## config.mk

```make
export PLATFORM = sky130hd
export DESIGN_NAME = ptc_ctrl
export DESIGN_NICKNAME = d
export VERILOG_FILES = /design/src/verilog/ptc_pkg.sv /design/src/verilog/ptc_clk_if.sv /design/src/verilog/ptc_time_clock.sv /design/src/verilog/ptc_ctrl.sv
export VERILOG_INCLUDE_DIRS = /design/src /design/src/verilog
export SDC_FILE = /design/constraint.sdc
export NUM_CORES = 2
export LEC_CHECK = 0
export ABC_AREA = 1
export BUFFER_PORTS_ARGS = -buffer_cell sky130_fd_sc_hd__clkbuf_2
export CORE_ASPECT_RATIO = 1.1
export CORE_MARGIN = 2
export CORE_UTILIZATION = 63
export CTS_BUF_LIST = sky130_fd_sc_hd__clkbuf_4 sky130_fd_sc_hd__clkbuf_8
export CTS_CLUSTER_SIZE = 16
export DETAILED_ROUTE_END_ITERATION = 6
export GPL_ROUTABILITY_DRIVEN = 0
export HOLD_SLACK_MARGIN = 0.1
export PLACE_DENSITY = 0.86
export SETUP_SLACK_MARGIN = 0.2
export SLEW_MARGIN = 5
export SYNTH_ARGS = -nofsm -noshare
export SYNTH_HDL_FRONTEND = slang
export SYNTH_SLANG_ARGS = --single-unit
```

## constraint.sdc

```tcl
create_clock -name clk -period 31.7 [get_ports clk]
set_input_delay 6.34 -clock clk [delete_from_list [all_inputs] [get_ports clk]]
set_output_delay 6.34 -clock clk [all_outputs]
set_load 0.005 [all_outputs]
```

## src/verilog/ptc_map.svh

```systemverilog
// Purpose: Offsets, field positions, reset values and timing counts of the
//          time clock and trigger control block.
// Assumes: Register indexes are word indexes; byte address is four times the index.
// Notes:   Definitions only.
`ifndef PTC_MAP_SVH
`define PTC_MAP_SVH

// ****************************************************************
// Register indexes
// ****************************************************************
`define PTC_IDX_PAGE_SELECT 8'h13
`define PTC_IDX_CTL         8'h14
`define PTC_IDX_TDR         8'h15
`define PTC_IDX_TSTS        8'h17
`define PTC_PAGE_PTP        3'h4

// ****************************************************************
// Control register fields
// ****************************************************************
`define PTC_CTL_SEL_HI      12
`define PTC_CTL_SEL_LO      10
`define PTC_CTL_DISABLE_CMD 9
`define PTC_CTL_ENABLE_CMD  8
`define PTC_CTL_READBACK    7
`define PTC_CTL_TRIG_PROG   6
`define PTC_CTL_SAMPLE      5
`define PTC_CTL_SET         4
`define PTC_CTL_ADJUST      3
`define PTC_CTL_RUN_ON      2
`define PTC_CTL_RUN_OFF     1
`define PTC_CTL_TK_RST      0
`define PTC_CTL_RESET       16'h0000
`define PTC_PAGE_SEL_RESET  3'h0

// ****************************************************************
// Time-data port and timing
// ****************************************************************
`define PTC_WORDS           3'h4
`define PTC_LAST_WORD       3'h3
`define PTC_CLK_MHZ         1000
`define PTC_CLK_RATE_MHZ    50
`define PTC_NS_STEP         (`PTC_CLK_MHZ / `PTC_CLK_RATE_MHZ)
`define PTC_NS_PER_SEC      32'h3b9aca00

`endif

```

## src/verilog/ptc_pkg.sv

```systemverilog
// Purpose: Types shared by the time clock and trigger control modules.
// Assumes: Time value is 32 bits of seconds above 32 bits of nanoseconds.
// Notes:   Mode codes are one-hot.
package ptc_pkg;

  typedef enum logic [3:0] {
    PTC_IDLE   = 4'b0001,
    PTC_CLK_RD = 4'b0010,
    PTC_TRG_RD = 4'b0100,
    PTC_TRG_LD = 4'b1000
  } ptc_mode_e;

  typedef logic [63:0] ptc_time_t;

endpackage

```

## src/verilog/ptc_clk_if.sv

```systemverilog
// Purpose: Command and value path between the control logic and the time clock.
// Assumes: One clock domain.
// Notes:   load and step are one-cycle pulses.
`timescale 1ns/1ps
interface ptc_clk_if;
  import ptc_pkg::*;

  logic      run;
  logic      load;
  logic      step;
  logic      tk_rst;
  ptc_time_t wr_val;
  ptc_time_t now;

  modport ctl (output run, output load, output step, output tk_rst, output wr_val,
               input now);
  modport clk (input run, input load, input step, input tk_rst, input wr_val,
               output now);
endinterface

```

## src/verilog/ptc_time_clock.sv

```systemverilog
// Purpose: Running time clock with load, add-offset and hold-in-reset.
// Assumes: Offsets carry fewer than one second of nanoseconds.
// Notes:   Advances one clock period of nanoseconds per enabled cycle.
`timescale 1ns/1ps
`include "ptc_map.svh"
module ptc_time_clock
  import ptc_pkg::*;
(
  input wire logic clk,
  input wire logic rst,
  input wire logic ce,
  ptc_clk_if.clk   tc
);

  typedef struct packed {
    ptc_time_t now;
  } ptc_tclk_s;

  ptc_tclk_s st;
  ptc_tclk_s next_st;

  // Seconds carry once nanoseconds reach a whole second
  function automatic ptc_time_t ptc_add(input ptc_time_t a, input ptc_time_t b);
    logic [32:0] ns_sum;
    logic [31:0] sec_sum;
    ns_sum  = {1'b0, a[31:0]} + {1'b0, b[31:0]};
    sec_sum = a[63:32] + b[63:32];
    if (ns_sum >= {1'b0, `PTC_NS_PER_SEC}) begin
      ns_sum  = ns_sum - {1'b0, `PTC_NS_PER_SEC};
      sec_sum = sec_sum + 32'h0000_0001;
    end
    return {sec_sum, ns_sum[31:0]};
  endfunction

  always_comb begin
    next_st = st;
    if (tc.tk_rst) begin
      next_st.now = '0;
    end else if (tc.load) begin
      next_st.now = tc.wr_val;
    end else if (tc.step) begin
      next_st.now = ptc_add(st.now, tc.wr_val);
    end else if (tc.run) begin
      next_st.now = ptc_add(st.now, 64'(`PTC_NS_STEP));
    end
  end

  always_ff @(posedge clk or posedge rst) begin
    if (rst) begin
      st <= '0;
    end else if (ce) begin
      st <= next_st;
    end
  end

  assign tc.now = st.now;

  a_clk_load: assert property (@(posedge clk) disable iff (rst)
    ce && tc.load && !tc.tk_rst |=> st.now == $past(tc.wr_val))
    else $error("time clock did not take loaded value");

  a_clk_still: assert property (@(posedge clk) disable iff (rst)
    ce && !tc.run && !tc.load && !tc.step && !tc.tk_rst |=> $stable(st.now))
    else $error("stopped time clock moved");

endmodule

```

## src/verilog/ptc_ctrl.sv

```systemverilog
// Purpose: Control register, time-data port and trigger bank of the time clock.
// Assumes: APB slave, zero wait states while ce is high; pready low freezes access.
// Notes:   Eight triggers, each a 64-bit fire time written as four 16-bit words.
//
// The APB interface to the registers was left to the implementer.
`timescale 1ns/1ps
`include "ptc_map.svh"
module ptc_ctrl
  import ptc_pkg::*;
(
  input  wire logic        clk,
  input  wire logic        rst,
  input  wire logic        ce,
  input  wire logic [9:0]  paddr,
  input  wire logic        psel,
  input  wire logic        penable,
  input  wire logic        pwrite,
  input  wire logic [31:0] pwdata,
  output logic      [31:0] prdata,
  output logic             pready,
  output logic             pslverr,
  output logic      [7:0]  trig_out,
  output logic      [7:0]  trig_active,
  output logic             clock_running
);

  // ****************************************************************
  // State
  // ****************************************************************
  typedef struct packed {
    logic [2:0]             page;
    logic [2:0]             trig_idx;
    logic                   run;
    logic                   tk_rst;
    ptc_mode_e              mode;
    logic [2:0]             widx;
    logic [3:0][15:0]       stage;
    ptc_time_t              sample;
    logic [7:0][3:0][15:0]  trg;
    logic [7:0]             act;
    logic [7:0]             outv;
    logic [31:0]            rdata;
    logic                   err;
  } ptc_state_s;

  ptc_state_s st;
  ptc_state_s next_st;

  ptc_clk_if tc ();

  logic [7:0]  idx;
  logic        page_ok;
  logic        hit_pg;
  logic        hit_ctl;
  logic        hit_tdr;
  logic        hit_tsts;
  logic        setup;
  logic        acc;
  logic        wr;
  logic        rd;
  logic        ld_cmd;
  logic        step_cmd;
  logic [15:0] ctl_rd;
  logic [15:0] tdr_rd;

  ptc_time_clock u_clock (
    .clk (clk),
    .rst (rst),
    .ce  (ce),
    .tc  (tc)
  );

  // ****************************************************************
  // Bus decode
  // ****************************************************************
  assign idx     = paddr[9:2];
  assign page_ok  = (st.page == `PTC_PAGE_PTP);
  assign hit_pg   = (idx == `PTC_IDX_PAGE_SELECT);
  assign hit_ctl  = page_ok && (idx == `PTC_IDX_CTL);
  assign hit_tdr  = page_ok && (idx == `PTC_IDX_TDR);
  assign hit_tsts = page_ok && (idx == `PTC_IDX_TSTS);
  assign setup   = ce && psel && !penable;
  assign acc     = ce && psel && penable;
  assign wr      = acc && pwrite;
  assign rd      = acc && !pwrite;

  assign ctl_rd = {3'h0, st.trig_idx, 3'h0, (st.mode == PTC_TRG_LD), 3'h0,
                   st.run, 1'b0, st.tk_rst};

  always_comb begin
    tdr_rd = 16'h0000;
    if (st.widx < `PTC_WORDS) begin
      if (st.mode == PTC_CLK_RD) begin
        tdr_rd = st.sample[16*st.widx[1:0] +: 16];
      end else if (st.mode == PTC_TRG_RD) begin
        tdr_rd = st.trg[st.trig_idx][st.widx[1:0]];
      end
    end
  end

  // ****************************************************************
  // Next state
  // ****************************************************************
  always_comb begin
    next_st  = st;
    ld_cmd   = 1'b0;
    step_cmd = 1'b0;

    for (int i = 0; i < 8; i++) begin
      if (st.act[i] && (tc.now >= st.trg[i])) begin
        next_st.act[i]  = 1'b0;
        next_st.outv[i] = 1'b1;
      end
    end

    // Read data is caught in the setup phase so prdata comes from a flop
    if (setup) begin
      next_st.err   = !(hit_pg || hit_ctl || hit_tdr || hit_tsts);
      next_st.rdata = '0;
      if (hit_pg) begin
        next_st.rdata[2:0] = st.page;
      end else if (hit_ctl) begin
        next_st.rdata[15:0] = ctl_rd;
      end else if (hit_tdr) begin
        next_st.rdata[15:0] = tdr_rd;
      end else if (hit_tsts) begin
        for (int i = 0; i < 8; i++) begin
          next_st.rdata[2*i] = st.act[i];
        end
      end
    end

    if (rd && hit_tdr && (st.widx < `PTC_WORDS)) begin
      next_st.widx = st.widx + 3'h1;
    end

    if (wr && hit_pg) begin
      next_st.page = pwdata[2:0];
    end

    if (wr && hit_tdr) begin
      case (st.mode)
        PTC_TRG_LD: begin
          next_st.trg[st.trig_idx][st.widx[1:0]] = pwdata[15:0];
          next_st.widx = st.widx + 3'h1;
          if (st.widx == `PTC_LAST_WORD) begin
            next_st.mode = PTC_IDLE;
            next_st.widx = 3'h0;
          end
        end
        PTC_IDLE: begin
          if (st.widx < `PTC_WORDS) begin
            next_st.stage[st.widx[1:0]] = pwdata[15:0];
            next_st.widx = st.widx + 3'h1;
          end
        end
        default: begin
          // A write during a read-out starts a fresh staging sequence
          next_st.mode     = PTC_IDLE;
          next_st.stage[0] = pwdata[15:0];
          next_st.widx     = 3'h1;
        end
      endcase
    end

    if (wr && hit_ctl) begin
      next_st.trig_idx = pwdata[`PTC_CTL_SEL_HI:`PTC_CTL_SEL_LO];
      next_st.tk_rst   = pwdata[`PTC_CTL_TK_RST];
      if (pwdata[`PTC_CTL_RUN_OFF]) begin
        next_st.run = 1'b0;
      end else if (pwdata[`PTC_CTL_RUN_ON]) begin
        next_st.run = 1'b1;
      end
      if (pwdata[`PTC_CTL_SET]) begin
        ld_cmd = 1'b1;
      end else if (pwdata[`PTC_CTL_ADJUST]) begin
        step_cmd = 1'b1;
      end
      if (pwdata[`PTC_CTL_SET] || pwdata[`PTC_CTL_ADJUST]) begin
        next_st.mode = PTC_IDLE;
        next_st.widx = 3'h0;
      end
      if (pwdata[`PTC_CTL_SAMPLE]) begin
        next_st.sample = tc.now;
        next_st.mode   = PTC_CLK_RD;
        next_st.widx   = 3'h0;
      end
      if (pwdata[`PTC_CTL_READBACK]) begin
        next_st.mode = PTC_TRG_RD;
        next_st.widx = 3'h0;
      end
      if (pwdata[`PTC_CTL_TRIG_PROG]) begin
        next_st.act[pwdata[`PTC_CTL_SEL_HI:`PTC_CTL_SEL_LO]] = 1'b0;
        next_st.mode = PTC_TRG_LD;
        next_st.widx = 3'h0;
      end
      if (pwdata[`PTC_CTL_DISABLE_CMD]) begin
        next_st.act[pwdata[`PTC_CTL_SEL_HI:`PTC_CTL_SEL_LO]] = 1'b0;
      end
      if (pwdata[`PTC_CTL_ENABLE_CMD]) begin
        next_st.act[pwdata[`PTC_CTL_SEL_HI:`PTC_CTL_SEL_LO]]  = 1'b1;
        next_st.outv[pwdata[`PTC_CTL_SEL_HI:`PTC_CTL_SEL_LO]] = 1'b0;
        if (next_st.mode == PTC_TRG_LD) begin
          // Counter restarts so a following time value fills from word 0
          next_st.mode = PTC_IDLE;
          next_st.widx = 3'h0;
        end
      end
    end

    // everything but page, the reset bit, read data and the error flag is cleared
    if (next_st.tk_rst) begin
      next_st.trig_idx = 3'h0;
      next_st.run      = 1'b0;
      next_st.mode     = PTC_IDLE;
      next_st.widx     = 3'h0;
      next_st.stage    = '0;
      next_st.sample   = '0;
      next_st.trg      = '0;
      next_st.act      = '0;
      next_st.outv     = '0;
      ld_cmd           = 1'b0;
      step_cmd         = 1'b0;
    end
  end

  always_ff @(posedge clk or posedge rst) begin
    if (rst) begin
      st          <= '0;
      st.mode     <= PTC_IDLE;
      st.page     <= `PTC_PAGE_SEL_RESET;
      st.trig_idx <= 3'(`PTC_CTL_RESET >> `PTC_CTL_SEL_LO);
    end else if (ce) begin
      st <= next_st;
    end
  end

  // ****************************************************************
  // Outputs
  // ****************************************************************
  assign tc.run    = st.run;
  assign tc.load   = ld_cmd;
  assign tc.step   = step_cmd;
  assign tc.tk_rst = st.tk_rst;
  assign tc.wr_val = st.stage;

  assign prdata        = st.rdata;
  assign pready        = ce;
  assign pslverr       = st.err;
  assign trig_out      = st.outv;
  assign trig_active   = st.act;
  assign clock_running = st.run;

  // ****************************************************************
  // Checks
  // ****************************************************************
  a_page_gate: assert property (@(posedge clk) disable iff (rst)
    wr && (idx == `PTC_IDX_CTL) && !page_ok |=> $stable(st.trig_idx) && $stable(st.tk_rst))
    else $error("control register written outside page four");

  a_rsvd_zero: assert property (@(posedge clk) disable iff (rst)
    setup && hit_ctl ##1 acc |-> prdata[15:13] == 3'h0 && prdata[9:7] == 3'h0)
    else $error("reserved or self-clearing control bits read nonzero");

  a_idx_write: assert property (@(posedge clk) disable iff (rst)
    wr && hit_ctl && !pwdata[0] |=> st.trig_idx == $past(pwdata[12:10]))
    else $error("trigger index not stored");

  a_dis_clear: assert property (@(posedge clk) disable iff (rst)
    wr && hit_ctl && pwdata[9] && !pwdata[8]
    |=> !st.act[$past(pwdata[12:10])])
    else $error("disable left trigger active");

  a_dis_keeps: assert property (@(posedge clk) disable iff (rst)
    wr && hit_ctl && pwdata[9] && !pwdata[8] && !pwdata[0]
    |=> st.outv[$past(pwdata[12:10])] >= $past(st.outv[pwdata[12:10]]))
    else $error("disable dropped trigger output");

  a_en_arms: assert property (@(posedge clk) disable iff (rst)
    wr && hit_ctl && pwdata[8] && !pwdata[0]
    |=> st.act[$past(pwdata[12:10])] && !trig_out[$past(pwdata[12:10])])
    else $error("enable did not arm trigger");

  a_prog_mode: assert property (@(posedge clk) disable iff (rst)
    wr && hit_ctl && pwdata[6] && !pwdata[8] && !pwdata[0]
    |=> st.mode == PTC_TRG_LD && st.widx == 3'h0 && !st.act[$past(pwdata[12:10])])
    else $error("program command did not start capture");

  a_prog_end: assert property (@(posedge clk) disable iff (rst)
    wr && hit_tdr && st.mode == PTC_TRG_LD && st.widx == 3'h3 && !st.tk_rst
    |=> st.mode == PTC_IDLE && st.widx == 3'h0)
    else $error("programming did not end after last word");

  a_sample_get: assert property (@(posedge clk) disable iff (rst)
    wr && hit_ctl && pwdata[5] && !pwdata[7] && !pwdata[6] && !pwdata[0]
    |=> st.mode == PTC_CLK_RD && st.sample == $past(tc.now))
    else $error("sample did not capture the time");

  a_run_on: assert property (@(posedge clk) disable iff (rst)
    wr && hit_ctl && pwdata[2] && !pwdata[1] && !pwdata[0] |=> clock_running)
    else $error("run-on did not start clock");

  a_run_off: assert property (@(posedge clk) disable iff (rst)
    wr && hit_ctl && pwdata[1] |=> !clock_running)
    else $error("run-off did not stop clock");

  a_tk_hold: assert property (@(posedge clk) disable iff (rst)
    st.tk_rst && !(wr && hit_ctl) |=> st.tk_rst && st.act == 8'h00 && !st.run)
    else $error("timekeeper reset released without a write");

  a_past_end: assert property (@(posedge clk) disable iff (rst)
    setup && hit_tdr && st.widx >= 3'h4 |=> prdata == 32'h0000_0000)
    else $error("time-data port read past end returned data");

endmodule

```

==> out/results.txt <==
# hold bufs at CTS: 0
failing checks: design-rule violations, max-capacitance violations, max-slew violations
Worst R2R Path Depth: 22
met1 wire length: 69,200 um
Fill cells: 7,002
unrepaired setup endpoints after global routing: no
Syn Area/Cell: 7.38 um2
dpl hpwl: 144,000 um
WL met3: 33,900 um
Post-CTS Setup Repair Bufs: 0
post-synth top area share: 0.339
DP Cell Count: 8,528
first-pass GRT wire length: 317,000 um
YS warnings: 0
Final ANT Viol Nets: 0
Max stage delay on crit path: 0.26 ns
Yosys cell types: 70
required time of the critical path: 25.36 ns
Async SR Flop Fraction: 1.00
critical path class: input port to output pin
GRT Total Usage: 0.458
Final Hold Viols: 0
routed wire length: 212,000 um
GRT overflow: 0
wire per inst: 24.1 um
CTS Sinks: 752
fin crit period: 13.11 ns
Synth top cells by count: 1,635 x nand2_1, 1,125 x inv_1, 751 x dfrtp_1
clock-pin slew on the worst setup and hold paths: 0.06 ns
Die H: 315 um
share of cells above drive strength 1: 0.0696
area of the multi-input gates: 30,900 um2
CP cell instances: clkbuf_2, clkbuf_2
Syn Std Cell Area: 55,500 um2
final net count: 8,142
setup_tns: 0 ns
core box area: 87,600 um2
H-tree depth: 4
most instantiated library cell after synthesis: nand2_1
Hold WC Path Type: register to register
maximum vdd ir drop: 0.0412 mV
PortBufs: 64
Main synth FF type: dfrtp_1
Reg2Reg Launch Point: u_clock.tc.now[1]
WHS Path Cells: 2
skew final: 0.0470 ns
Reg area: 18,800 um2
residual DRC count: 3
cell accounting for the most synthesized area: dfrtp_1
DRT Pass-1 Iters: 7
number of max-cap violations: 1
CTS Buf Count: 134
Die ar.: 90,500 um2
metal2 WL: 84,500 um
vias per inst: 6.76
sequential fraction of the synthesis area: 0.339
via count: 59,300
Syn Inst Count: 7,518
hold worst-path end: prdata[11]
max-slew violations: 2
outcome: finished with violations
post-cts resize count: 0
clk buf depth: 3
fin cells: 8,770
number of placed I/O pins: 99
Die X: 287 um
Rel. slew slack: -0.0909
initial antenna violation count: 9
maximum fanout along the worst path: 12
uppermost layer routed: met5
Slew @ Worst Pin: 1.63 ns
R2R Setup Slk: 26.11 ns
synthesized flop and latch total: 752
row count: 114
Critical Path End Type: output pin
CP most frequent cell: clkbuf_2
CP top delay family: buffers and inverters
Worst Min Path Start: prdata[11]
Max Fclk: 76.3 MHz
CTS root buf: clkbuf_8
Startpoint Class: input port
Area contributors post-synth: dfrtp_1 34%, ha_1 13%, nand2_1 11%
Post-synth EDFFs: 0
Initial Utilization: 0.633
Leak Pwr: 29.3 nW
Starting DRT DRC Count: 8,992
critical path buffer and inverter count: 2
final cycle utilization of the critical path: 0.414
Synth-to-Final Area Change: 7.59%
Worst path slowest cell: clkbuf_2
CTS tree: done
WP data arrival: 6.77 ns
Worst R2R End: u_clock.tc.now[45]
vias in the first global route: 56,200
pwr dens: 34.2 nW/um2
largest net degree at the start of global routing: 177
clk_lat worst skew: 0.88 ns
final setup fails: 0
Hold WS: 0.498 ns
## cell type report
class                      instances  area share
inverter                        1175      0.0740
clock inverter                    23     0.00467
sequential                       752       0.315
clock buffer                     212      0.0447
antenna                            6    0.000252
multi-input combinational       5267       0.517
tap                             1160      0.0243
timing repair buffer             175      0.0195
## metal layers
metal  vias up  track usage
li1      25600            -
met1     27100        0.536
met2      4988        0.646
met3      1657        0.179
met4         8        0.417
met5         -      0.00106
## layout by cell type (no fill, tap or decap), types with 129 or more instances in the layout
cell	n
nand2_1	1625
o21ai_0	323
dfrtp_1	750
nand3_1	389
o22ai_1	613
nand4_1	129
inv_1	1122
ha_1	587
nor2_1	512
a21oi_1	359
clkbuf_8	172
## where the power goes
group	internal (mW)	switching, mW	total, mW
Clock	0.569	0.454	1.02
Sequential	0.961	0.000428	0.961
Combinational	0.00790	0.0470	0.0549
Total	1.54	0.501	2.04
## stage by stage
step | area (um2) | power (mW) | setup slack (ns) | utilization
floorplan | 55500 | 1.02 | 4.26 | -
detailed placement | 56700 | 1.03 | 18.60 | 0.648
global placement | 56700 | 1.03 | 18.60 | 0.648
CTS | 59700 | 2.03 | 18.60 | 0.681
finish | 59700 | 2.04 | 18.59 | 0.682
global route | 59700 | 2.07 | 18.57 | 0.681
## worst max path at each step
stage               startpoint            end  cells after the start
floorplan                  rst  clock_running                      1
detailed placement          ce         pready                      2
CTS                         ce         pready                      2
global placement            ce         pready                      2
global route                ce         pready                      2
finish                      ce         pready                      2
## tightest hold or removal path: cells and delay by family (launching register included)
family / cells / cell delay [ns]
flip-flops: 1 / 0.35
AND/OR/NAND/NOR: 2 / 0.12
## state kept, by name, summed over array words and instances, names as in the netlist
name            flops
clock_running       1
u_clock.tc.now     64
pslverr             1
ctl_rd              3
prdata             16
st                650
tc.tk_rst           1
trig_out            8
trig_active         8
## cell families after synthesis
kind of cell / after synthesis / share of synthesized area
DFF: 752 / 0.339
other: 1 / 0.0000676
xor gates and xnor gates: 78 / 0.0127
and+or+nand+nor: 2881 / 0.219
buffers and inverters: 1514 / 0.107
AOI/OAI and AO/OA: 1703 / 0.188
adders and majority gates: 589 / 0.133
Power figures use the tool's default switching activity.
